[config.mk]
export PLATFORM = sky130hd
export DESIGN_NAME = sr_host_ctrl
export DESIGN_NICKNAME = d
export VERILOG_FILES = /design/src/rtl/cmd_encoder.v /design/src/rtl/cycle_timer.v /design/src/rtl/sr_host_ctrl.v
export VERILOG_INCLUDE_DIRS = /design/src /design/src/inc
export SDC_FILE = /design/constraint.sdc
export NUM_CORES = 1
export LEC_CHECK = 0
export BUFFER_PORTS_ARGS = -buffer_cell sky130_fd_sc_hd__buf_4
export CAP_MARGIN = 20
export CELL_PAD_IN_SITES_DETAIL_PLACEMENT = 0
export CELL_PAD_IN_SITES_GLOBAL_PLACEMENT = 1
export CORE_ASPECT_RATIO = 0.5
export CORE_UTILIZATION = 38
export DETAILED_ROUTE_END_ITERATION = 16
export GPL_ROUTABILITY_DRIVEN = 1
export PLACE_DENSITY_LB_ADDON = 0.05
export SLEW_MARGIN = 20
export SYNTH_ARGS = -nofsm -noshare
export SYNTH_HDL_FRONTEND = slang
export SYNTH_SLANG_ARGS = --single-unit
[constraint.sdc]
create_clock -name clk_in -period 2.45 [get_ports clk_in]
set_input_delay 0.49 -clock clk_in [delete_from_list [all_inputs] [get_ports clk_in]]
set_output_delay 0.49 -clock clk_in [all_outputs]
set_load 0.01 [all_outputs]
[src/inc/sr_ctrl_regs.vh]
// Purpose: constants for the self refresh controller and its register map
// Assumes: 25 MHz controller clock
// Notes: times in ns, counts derived from the clock period
`ifndef SR_CTRL_REGS_VH
`define SR_CTRL_REGS_VH
`define CLK_PERIOD_NS 40
// Avalon word addresses of the controller's own registers
`define REG_CTRL 2'h0
`define REG_STATUS 2'h1
`define REG_MASKS 2'h2
// Control register fields
`define CTRL_ENTER_BIT 0
`define CTRL_EXIT_BIT 1
`define CTRL_MRW_BIT 2
// Status register fields
`define ST_BUSY_BIT 0
`define ST_IN_SR_BIT 1
`define ST_REF_OWED_BIT 2
`define ST_STATE_LSB 4
// Device mode register addresses and the mask reset value
`define MR_BANK_MASK 8'h10
`define MR_SEG_MASK 8'h11
`define MASK_RESET 8'h00
// Timing in ns and derived counts (least times round up)
`define MIN_SR_RESIDENCY_NS 15
`define SR_EXIT_DELAY_NS 220
`define RESIDENCY_CYC ((`MIN_SR_RESIDENCY_NS + `CLK_PERIOD_NS - 1) / `CLK_PERIOD_NS)
`define EXIT_DELAY_CYC ((`SR_EXIT_DELAY_NS + `CLK_PERIOD_NS - 1) / `CLK_PERIOD_NS)
`define STABLE_CLK_CYC 2
`define MRW_GAP_CYC 5
`endif

[src/rtl/cmd_encoder.v]
// Purpose: builds command/address words for the rising and falling halves
// Assumes: 10-bit CA bus, CS low selects
// Notes: pure combinational lookup
`timescale 1ns/100ps
`default_nettype none
module cmd_encoder (
    // Command select
    input wire [1:0] kind_in,
    input wire [7:0] ma_in,
    input wire [7:0] op_in,
    // Encoded words
    output reg cs_n_out,
    output reg [9:0] ca_rise_out,
    output reg [9:0] ca_fall_out
);
    localparam K_NOP = 2'h0;
    localparam K_SRE = 2'h1;
    localparam K_MRW = 2'h2;
    localparam K_REF = 2'h3;
    // Decode of the command kind
    always @* begin
        cs_n_out = 1'b0;
        ca_rise_out = 10'h007;
        ca_fall_out = 10'h000;
        case (kind_in)
            K_SRE: begin
                ca_rise_out = 10'h004;
            end
            K_MRW: begin
                ca_rise_out = {ma_in[7:2], 4'h0};
                ca_fall_out = {op_in, ma_in[1:0]};
            end
            K_REF: begin
                ca_rise_out = 10'h00c; // CA3 high: all-bank refresh
            end
            default: begin
                cs_n_out = 1'b1; // Deselect acts as NOP
                ca_rise_out = 10'h007;
            end
        endcase
    end
endmodule
`default_nettype wire

[src/rtl/cycle_timer.v]
// Purpose: loadable down counter with done flag
// Assumes: load wins over counting
// Notes: done high while count is zero
`timescale 1ns/100ps
`default_nettype none
module cycle_timer #(
    parameter W = 16
) (
    // Clock and reset
    input wire clk_in,
    input wire rst_in,
    // Control
    input wire load_in,
    input wire [W-1:0] value_in,
    // Status
    output wire done_out
);
    reg [W-1:0] count;
    // Count down to zero
    always @(posedge clk_in) begin
        if (rst_in) begin
            count <= {W{1'b0}};
        end else if (load_in) begin
            count <= value_in;
        end else if (count != {W{1'b0}}) begin
            count <= count - 1'b1;
        end
    end
    assign done_out = (count == {W{1'b0}});
endmodule
`default_nettype wire

[src/rtl/sr_host_ctrl.v]
// Purpose: drives an LPDDR2 device into and out of self refresh
// Assumes: banks idle when software requests entry or mask writes
// Notes: clock to the device is gated with ck_en_out during self refresh
`timescale 1ns/100ps
`default_nettype none
`include "sr_ctrl_regs.vh"
module sr_host_ctrl #(
    parameter TW = 16
) (
    // Clock and reset
    input wire clk_in,
    input wire rst_in,
    // Avalon-MM slave
    input wire [1:0] avs_address_in,
    input wire avs_read_in,
    input wire avs_write_in,
    input wire [31:0] avs_writedata_in,
    output reg [31:0] avs_readdata_out,
    output reg avs_waitrequest_out,
    // Device pins
    output reg ck_en_out,
    output reg cke_out,
    output reg cs_n_out,
    output reg [9:0] ca_rise_out,
    output reg [9:0] ca_fall_out,
    // Self refresh time accumulated (cycles)
    output reg [31:0] sr_time_out
);
    localparam S_IDLE = 4'h0;
    localparam S_PRE = 4'h1;
    localparam S_ENTER = 4'h2;
    localparam S_NOP = 4'h3;
    localparam S_SELF = 4'h4;
    localparam S_CLKUP = 4'h5;
    localparam S_CKEUP = 4'h6;
    localparam S_XSR = 4'h7;
    localparam S_MRW1 = 4'h8;
    localparam S_MRW2 = 4'h9;
    localparam S_MRWGAP = 4'ha;
    localparam S_REF = 4'hb;
    localparam K_NOP = 2'h0;
    localparam K_SRE = 2'h1;
    localparam K_MRW = 2'h2;
    localparam K_REF = 2'h3;

    ////////////////////////////////////////////////////////////////////////////
    // Registers
    reg [3:0] state;
    reg [3:0] next_state;
    reg [7:0] bank_mask;
    reg [7:0] seg_mask;
    reg mrw_second;
    reg ref_owed;
    reg enter_req;
    reg exit_req;
    reg mrw_req;
    reg [1:0] kind;
    reg [7:0] ma;
    reg [7:0] op;
    reg load;
    reg [TW-1:0] load_val;
    wire timer_done;
    wire enc_cs_n;
    wire [9:0] enc_rise;
    wire [9:0] enc_fall;

    // Width-safe conversion of a cycle count
    function [TW-1:0] cyc;
        input integer n;
        begin
            cyc = n[TW-1:0];
        end
    endfunction

    ////////////////////////////////////////////////////////////////////////////
    // Submodules
    cycle_timer #(.W(TW)) timer (
        .clk_in(clk_in),
        .rst_in(rst_in),
        .load_in(load),
        .value_in(load_val),
        .done_out(timer_done)
    );

    cmd_encoder enc (
        .kind_in(kind),
        .ma_in(ma),
        .op_in(op),
        .cs_n_out(enc_cs_n),
        .ca_rise_out(enc_rise),
        .ca_fall_out(enc_fall)
    );

    ////////////////////////////////////////////////////////////////////////////
    // Command selection and sequencing
    always @* begin
        next_state = state;
        kind = K_NOP;
        ma = `MR_BANK_MASK;
        op = bank_mask;
        load = 1'b0;
        load_val = {TW{1'b0}};
        if (mrw_second) begin
            ma = `MR_SEG_MASK;
            op = seg_mask;
        end
        case (state)
            S_IDLE: begin
                if (mrw_req) begin
                    next_state = S_MRW1;
                end else if (enter_req && ref_owed) begin
                    next_state = S_REF;
                end else if (enter_req) begin
                    next_state = S_PRE;
                end
            end
            S_REF: begin
                kind = K_REF; // Resyncs device bank count
                load = 1'b1;
                load_val = cyc(`MRW_GAP_CYC);
                next_state = S_MRWGAP;
            end
            S_PRE: begin
                next_state = S_ENTER; // CKE still high this cycle
            end
            S_ENTER: begin
                kind = K_SRE;
                next_state = S_NOP;
            end
            S_NOP: begin
                load = 1'b1;
                load_val = cyc(`RESIDENCY_CYC);
                next_state = S_SELF;
            end
            S_SELF: begin
                if (exit_req && timer_done) begin
                    load = 1'b1;
                    load_val = cyc(`STABLE_CLK_CYC);
                    next_state = S_CLKUP;
                end
            end
            S_CLKUP: begin
                if (timer_done) begin
                    next_state = S_CKEUP;
                end
            end
            S_CKEUP: begin
                load = 1'b1;
                load_val = cyc(`EXIT_DELAY_CYC);
                next_state = S_XSR;
            end
            S_XSR: begin
                if (timer_done) begin
                    next_state = S_IDLE;
                end
            end
            S_MRW1: begin
                kind = K_MRW;
                load = 1'b1;
                load_val = cyc(`MRW_GAP_CYC);
                next_state = S_MRWGAP;
            end
            S_MRWGAP: begin
                if (timer_done && mrw_second) begin
                    next_state = S_MRW1; // Segment mask write follows
                end else if (timer_done) begin
                    next_state = S_IDLE;
                end
            end
            default: begin
                next_state = S_IDLE;
            end
        endcase
    end

    ////////////////////////////////////////////////////////////////////////////
    // State, pins and bookkeeping
    always @(posedge clk_in) begin
        if (rst_in) begin
            state <= S_IDLE;
            cke_out <= 1'b1;
            ck_en_out <= 1'b1;
            cs_n_out <= 1'b1;
            ca_rise_out <= 10'h007;
            ca_fall_out <= 10'h000;
            ref_owed <= 1'b0;
            mrw_second <= 1'b0;
            sr_time_out <= 32'h00000000;
        end else begin
            state <= next_state;
            cs_n_out <= enc_cs_n;
            ca_rise_out <= enc_rise;
            ca_fall_out <= enc_fall;
            // CKE falls with the entry command, low until exit
            if (state == S_ENTER) begin
                cke_out <= 1'b0;
            end else if (next_state == S_CKEUP) begin
                cke_out <= 1'b1; // held high through exit delay
            end
            // Clock stops one cycle after entry, restarts early
            if (state == S_NOP) begin
                ck_en_out <= 1'b0;
            end else if (next_state == S_CLKUP) begin
                ck_en_out <= 1'b1;
            end
            // Refresh owed after every exit
            if (state == S_XSR && timer_done) begin
                ref_owed <= 1'b1;
            end else if (state == S_REF) begin
                ref_owed <= 1'b0;
            end
            // Toggles per mask write: bank mask first, segment mask second
            if (state == S_MRW1) begin
                mrw_second <= !mrw_second;
            end
            // Accumulate self refresh time
            if (state == S_SELF || state == S_CLKUP) begin
                sr_time_out <= sr_time_out + 32'h00000001;
            end
        end
    end

    ////////////////////////////////////////////////////////////////////////////
    // Avalon-MM register access, one wait cycle per transfer
    always @(posedge clk_in) begin
        if (rst_in) begin
            avs_waitrequest_out <= 1'b1;
            avs_readdata_out <= 32'h00000000;
            bank_mask <= `MASK_RESET;
            seg_mask <= `MASK_RESET;
            enter_req <= 1'b0;
            exit_req <= 1'b0;
            mrw_req <= 1'b0;
        end else begin
            avs_waitrequest_out <= 1'b1;
            // Requests clear as the sequencer takes them
            if (state == S_PRE) begin
                enter_req <= 1'b0;
            end
            if (state == S_CKEUP) begin
                exit_req <= 1'b0;
            end
            if (state == S_MRW1 && !mrw_second) begin
                mrw_req <= 1'b0;
            end
            if ((avs_read_in || avs_write_in) && avs_waitrequest_out) begin
                avs_waitrequest_out <= 1'b0;
                avs_readdata_out <= 32'h00000000;
                if (avs_write_in) begin
                    case (avs_address_in)
                        `REG_CTRL: begin
                            if (avs_writedata_in[`CTRL_ENTER_BIT]) enter_req <= 1'b1;
                            if (avs_writedata_in[`CTRL_EXIT_BIT]) exit_req <= 1'b1;
                            if (avs_writedata_in[`CTRL_MRW_BIT]) mrw_req <= 1'b1;
                        end
                        `REG_MASKS: begin
                            // Bit n masks bank/segment n
                            bank_mask <= avs_writedata_in[7:0];
                            seg_mask <= avs_writedata_in[15:8];
                        end
                        default: begin
                            enter_req <= enter_req;
                        end
                    endcase
                end else begin
                    case (avs_address_in)
                        `REG_CTRL: begin
                            avs_readdata_out <= {29'h0, mrw_req, exit_req, enter_req};
                        end
                        `REG_STATUS: begin
                            avs_readdata_out <= {24'h0, state, 1'b0, ref_owed,
                                (state == S_SELF || state == S_CLKUP),
                                (state != S_IDLE)};
                        end
                        `REG_MASKS: begin
                            avs_readdata_out <= {16'h0, seg_mask, bank_mask};
                        end
                        default: begin
                            avs_readdata_out <= 32'h00000000;
                        end
                    endcase
                end
            end
        end
    end
endmodule
`default_nettype wire

==> impl_metrics.py, run 1 <==
metrics = {
    "outcome": {
        "outcome": "finished clean",
    },
    "timing": {
        "final_hold_viol_count": 0,
        "clock.fmax_mhz": 471.8,
        "finalClockSkew_ps": 8.323,
        "finalMaxSlewViolations": 0,
        "worstMarginPinSlew_ps": 691.1,
        "setup_viol": 0,
        "slew_headroom": 0.5387,
        "fin_crit_sh": 0.8652,
        "setup-tns-final_ps": 0,
        "layout_min_cycle_time_ps": 2120,
        "rsz0062_at_grt": "false",
    },
    "cells_and_area": {
        "seq_area_um2": 2102,
        "syn2layout_area_growth_pct": 25.03,
        "insertedDiodeCount": 0,
        "final_cell_mix": "114 x buf_4, 105 x dfxtp_1, 79 x nor2_1",
        "final_util": 0.4924,
        "finalNetCount": 687,
        "final_common_cell": "buf_4",
        "drive_gt1_frac": 0.2224,
        "nFillCells": 1205,
        "multiInputGateArea_um2": 2376,
    },
    "yosys": {
        "ys.flop_type": "dfxtp_1",
        "yosys_warnings": 0,
        "ys_types": 57,
        "syn_area_um2": 4705,
        "postSynthCellCount": 552,
        "syn_avg_cell_area_um2": 8.523,
        "synth.area.mux_share": 0.03271,
        "yosys.area_share.simple": 0.2718,
        "synth_compound_area_frac": 0.1088,
        "synthAdderAreaFrac": 0.005319,
        "synthArstFlopShare": 0,
        "synth_top_family_by_area": "simple AND/OR/NAND/NOR gates",
        "synth_seq_cells": 105,
        "ys_seq_area_frac": 0.4468,
        "synth_xor_area_frac": 0.06888,
        "synth_edf_count": 0,
    },
    "min_path": {
        "hold_start": "avs_writedata_in[10]",
        "hold_path_class": "primary input to register",
        "whs_path_depth": 3,
        "min_to": "seg_mask[2]$_SDFFE_PP0P_",
    },
    "critical_path": {
        "arrival_ps": 2360,
        "rr_worst_depth": 7,
        "criticalPathCategory": "register to register",
        "end_kind": "register",
        "reg2reg_from": "timer.count[0]$_SDFFE_PP0P_",
        "reg2reg_slack_ps": 330,
        "worst_setup_path_start_kind": "register",
        "cp.required_ps": 2690,
        "crit_fanout": 6,
        "reg2reg_to": "timer.count[7]$_SDFFE_PP0P_",
    },
    "drt": {
        "ant_nets": 0,
        "vias": 3945,
        "drtIter0Drc": 165,
        "via_per_inst": 4.829,
        "first_pass_iters": 4,
        "routed_wl_mm": 11.21,
        "wl_per_cell_um": 13.73,
        "drcViolationCount": 0,
    },
    "floorplan": {
        "initial_core_util": 0.3938,
        "row_count": 28,
        "die_x_um": 159.4,
        "io_pins": 126,
        "core_um2": 11950,
        "dieArea_um2": 12860,
        "die_h_um": 80.68,
    },
    "power": {
        "powerDensity_nw_per_um2": 820.4,
        "ir_drop_v": 0.0003581,
        "leakage_nw": 2.369,
    },
    "clock_network": {
        "cts_buffer_depth": 2,
        "cts_tree": "built",
        "insertion_delay_ps": 350,
        "htreeDepth": 3,
        "cts_resized": 0,
        "clk_pin_slew_ps": 70,
        "cts_setup_buffers": 0,
        "ctsHoldBuffers": 0,
        "numCtsBuffers": 9,
        "clock-sinks": 105,
        "cts_root_buf": "clkbuf_16",
    },
    "global_routing": {
        "grt_max_degree": 47,
        "antenna_found_initial": 0,
        "grt.total_usage": 0.1794,
        "first_global_vias": 3505,
        "grt_pass1_wl_mm": 18.13,
        "overflow": 0,
    },
    "placement": {
        "dpl.hpwl_mm": 7.947,
        "place.gp.congestion": 0.7384,
        "portBuffers": 87,
    },
    "job": {
        "cap_violations": 0,
    },
}
## metal layers
metal  GRT usage  vias up  wire, um
li1            -     2049         -
met1      0.2580     1799      5966
met2      0.2601       90      4680
met3     0.04804        7       489
met4     0.04904        0        78
met5           0        -         0
## how the worst max path moves through the flow
stage / from / endpoint / slack, ps / cells past startpoint
floorplan: timer.count[0]$_SDFFE_PP0P_ / state[0]$_SDFF_PP0_ / 410 / 8
global placement: timer.count[7]$_SDFFE_PP0P_ / state[0]$_SDFF_PP0_ / 350 / 6
detailed placement: timer.count[0]$_SDFFE_PP0P_ / timer.count[7]$_SDFFE_PP0P_ / 350 / 7
CTS: sr_time_out[4]$_SDFFE_PP0P_ / sr_time_out[29]$_SDFFE_PP0P_ / 330 / 5
global route: timer.count[0]$_SDFFE_PP0P_ / timer.count[9]$_SDFFE_PP0P_ / 150 / 7
finish: timer.count[0]$_SDFFE_PP0P_ / timer.count[7]$_SDFFE_PP0P_ / 330 / 7
## cells in the mapped netlist (all sizes together) (3+ instances only)
| cell | number | area (um2) |
|---|---|---|
| nor3b | 6 | 56.31 |
| o31ai | 5 | 37.54 |
| dfxtp | 105 | 2102 |
| or4 | 7 | 56.30 |
| mux2 | 3 | 33.78 |
| and3 | 6 | 37.54 |
| and2 | 4 | 25.02 |
| o21ai | 16 | 80.07 |
| nor4 | 7 | 58.81 |
| nor2 | 81 | 309.0 |
| clkbuf | 22 | 82.58 |
| or3 | 3 | 18.77 |
| buf | 29 | 207.7 |
| a22oi | 11 | 82.58 |
| a21oi | 31 | 155.2 |
| nand3 | 21 | 117.6 |
| nand4 | 12 | 81.33 |
| mux2i | 12 | 120.1 |
| nand2 | 68 | 255.2 |
| inv | 4 | 15.01 |
| xnor2 | 13 | 113.9 |
| nand2b | 6 | 37.54 |
| nor2b | 10 | 62.56 |
| nor3 | 14 | 70.07 |
| a222oi | 4 | 40.04 |
| and4 | 4 | 35.03 |
| xor2 | 24 | 210.2 |
## area by class of cell
class,count,share of cell area
clock buffers,9,0.03829
clock inverters,7,0.01723
inverters,4,0.002553
multi-input cells,413,0.4040
flip-flops and latches,105,0.3574
well taps,165,0.03510
repair buffers,114,0.1455
## registers in the layout, summed over array words and instances, names as in the netlist, 4 cells and up
name,flops
ca_rise_out,4
bank_mask,8
ca_fall_out,9
seg_mask,8
state,4
avs_readdata_out,16
timer.count,16
sr_time_out,32
## logic make-up (layout without fill, tap and decap cells)
group / after synthesis / after routing
and+or+nand+nor: 256 / 256
DFF: 105 / 105
AOI/OAI and AO/OA: 81 / 81
adders and majority gates: 2 / 2
buffers and inverters: 55 / 134
xor gates and xnor gates: 37 / 37
muxes: 15 / 15
other: 1 / 22
## power breakdown
part | internal (mW) | total [mW] | switching, mW
clock network | 0.907 | 1.58 | 0.669
logic | 0.587 | 1.30 | 0.708
registers | 1.83 | 1.95 | 0.128
total | 3.32 | 4.83 | 1.51
## worst max-delay path: stages (launching register included)
cell,delay [ps]
dfxtp_1,330
inv_1,100
ha_1,190
or3b_2,550
nor4_1,490
nor2_1,140
xnor2_1,160
nor2_1,60
## stage by stage
stage | setup slack [ps] | instances | hold slack, ps | instance area (um2) | power [mW]
after floorplan | 412.7 | 573 | 448.2 | 4783 | 2.924
after global placement | 351.5 | 801 | 457.0 | 5555 | 3.281
after detailed placement | 349.3 | 801 | 462.1 | 5555 | 3.287
after CTS | 326.1 | 817 | 373.7 | 5882 | 4.888
after global routing | 150.9 | 817 | 382.5 | 5882 | 5.130
final | 330.4 | 817 | 389.8 | 5882 | 4.826
Note: power is estimated with default switching activity, not from simulation.
==> run 2, diff against run 1 <==
- CORE_UTILIZATION: 38 -> 35
- clock period: 2.45 -> 1.7 ns (I/O delays scaled with it)
==> impl_metrics.py, run 2 (synthesis gave the netlist of run 1 again) <==
metrics = {
    "floorplan": {
        "die_h_um": 83.98,
        "row_count": 29,
        "core_um2": 12880,
        "dieArea_um2": 13940,
        "initial_core_util": 0.3652,
        "die_x_um": 166.0,
        "io_pins": 126,
    },
    "critical_path": {
        "end_kind": "register",
        "arrival_ps": 2230,
        "criticalPathCategory": "register to register",
        "rr_worst_depth": 5,
        "worst_setup_path_start_kind": "register",
        "path_cells": "or4_4 > nor3b_4 > nand3_4 > or3_1 > a31oi_1",
        "crit_family": "simple AND/OR/NAND/NOR gates",
        "critPathSlowestCell": "or4_4",
        "reg2reg_from": "timer.count[7]$_SDFFE_PP0P_",
        "crit_buf_inv": 0,
        "crit_fanout": 6,
        "max_stage_delay_ps": 550,
        "reg2reg_slack_ps": -260,
        "cp.required_ps": 1970,
        "reg2reg_to": "timer.count[1]$_SDFFE_PP0P_",
    },
    "clock_network": {
        "numCtsBuffers": 9,
        "ctsHoldBuffers": 0,
        "cts_root_buf": "clkbuf_16",
        "insertion_delay_ps": 340,
        "clk_pin_slew_ps": 70,
        "htreeDepth": 3,
        "cts_buffer_depth": 2,
        "clock-sinks": 105,
        "cts_tree": "built",
    },
    "timing": {
        "clock.fmax_mhz": 510.5,
        "final_hold_viol_count": 0,
        "setup_ws_ps": -259.0,
        "setup_viol": 29,
        "fin_crit_sh": 1.152,
        "finalClockSkew_ps": 9.703,
        "worstMarginPinSlew_ps": 512.2,
        "layout_min_cycle_time_ps": 1959,
        "rsz0062_at_grt": "true",
        "finalMaxSlewViolations": 0,
        "slew_headroom": 0.6578,
    },
    "cells_and_area": {
        "drive_gt1_frac": 0.3499,
        "seq_area_um2": 2123,
        "top_register": "sr_time_out",
        "nFillCells": 1245,
        "multiInputGateArea_um2": 2531,
        "finalNetCount": 758,
        "largest_reg_flops": 32,
        "final_cell_area_um2": 6626,
        "insertedDiodeCount": 0,
        "reg_top3": "sr_time_out x32, avs_readdata_out x16, timer.count x16",
        "final_cell_mix": "177 x buf_4, 88 x dfxtp_1, 79 x nor2_1",
        "final_common_cell": "buf_4",
        "final_util": 0.5144,
        "syn2layout_area_growth_pct": 40.85,
    },
    "drt": {
        "via_per_inst": 4.798,
        "vias": 4285,
        "wl_per_cell_um": 13.62,
        "first_pass_iters": 11,
        "drtIter0Drc": 216,
        "routed_wl_mm": 12.17,
        "drcViolationCount": 7,
        "ant_nets": 0,
    },
    "min_path": {
        "hold_start": "avs_writedata_in[11]",
        "hold_path_class": "primary input to register",
        "min_to": "seg_mask[3]$_SDFFE_PP0P_",
        "whs_path_depth": 3,
    },
    "power": {
        "leakage_nw": 2.808,
        "ir_drop_v": 0.0006146,
        "totalPowerFinal_mw": 7.673,
        "powerDensity_nw_per_um2": 1158,
    },
    "global_routing": {
        "grt.total_usage": 0.1796,
        "first_global_vias": 3985,
        "grt_max_degree": 26,
        "grt_pass1_wl_mm": 20.12,
        "overflow": 0,
        "antenna_found_initial": 0,
    },
    "placement": {
        "place.gp.congestion": 0.7873,
        "dpl.hpwl_mm": 8.788,
        "place_area_um2": 6086,
        "portBuffers": 87,
    },
    "job": {
        "cap_violations": 0,
    },
    "outcome": {
        "violations": "DRC, setup timing",
        "outcome": "finished, violations left",
    },
}
==> run 2: cell types whose count changed in the layout (fill, tap and decap cells not counted), sizes merged <==
| cell | delta |
|---|---|
| buf | +71 |
| bufinv | -1 |
| clkbuf | +1 |
==> run 2: how the worst max path moves through the flow <==
stage                                   to  slack, ps                         start  cells past startpoint
2_1_floorplan  timer.count[1]$_SDFFE_PP0P_       -240   timer.count[7]$_SDFFE_PP0P_                      5
3_3_place_gp           state[0]$_SDFF_PP0_       -240   timer.count[7]$_SDFFE_PP0P_                      6
3_5_place_dp           state[0]$_SDFF_PP0_       -260   timer.count[7]$_SDFFE_PP0P_                      6
4_1_cts        timer.count[0]$_SDFFE_PP0P_       -260  timer.count[10]$_SDFFE_PP0P_                      7
5_1_grt                state[1]$_SDFF_PP0_       -340   timer.count[7]$_SDFFE_PP0P_                      7
6_report       timer.count[1]$_SDFFE_PP0P_       -260   timer.count[7]$_SDFFE_PP0P_                      5
==> run 2: through the flow <==
step           hold WS (ps)  std cells  worst slack [ps]  TNS, ps
2_1_floorplan         448.2        573            -245.0    -4368
3_3_place_gp          458.7        865            -237.2    -2884
3_5_place_dp          460.3        865            -261.8    -3273
4_1_cts               230.8        886            -263.6    -4508
5_1_grt               231.2        893            -339.6    -7525
6_report              241.0        893            -259.0    -3886
==> run 2: report_power, final <==
part	switching (mW)	leakage [nW]	internal, mW	total, mW
Sequential	0.117	0.858	2.63	2.75
Combinational	1.32	1.80	1.48	2.80
Clock	0.930	0.149	1.19	2.12
Total	2.37	2.81	5.30	7.67
==> run 2: metal layers <==
layer / global-route usage / wire length [um] / vias up
li1: - / - / 2197
met4: 0.03568 / 71 / 0
met3: 0.05073 / 749 / 6
met5: 0 / 0 / -
met2: 0.2739 / 5246 / 108
met1: 0.2512 / 6098 / 1974
==> run 2: what timing repair did <==
| item | in CTS | in global routing |
|---|---|---|
| buffers inserted | 5 | 7 |
| endpoints found under the hold margin | 0 | 0 |
| pin swaps | 12 | 18 |
| endpoints found under the setup margin | 39 | 46 |
| resized for setup | 9 | 23 |
==> run 2: final cells by class <==
class                           count  area share
Clock inverter                      6    0.009819
Multi-Input combinational cell    413      0.3820
Sequential cell                   105      0.3204
Clock buffer                       10     0.03606
Timing Repair Buffer              185      0.2173
Inverter                            4    0.002266
Tap cell                          170     0.03210
==> run 2: worst register-to-register path, cell delays in order, from the launching register on <==
cell and delay, ps:
dfxtp_2 320, or4_4 550, nor3b_4 290, nand3_4 170, or3_1 380, a31oi_1 180
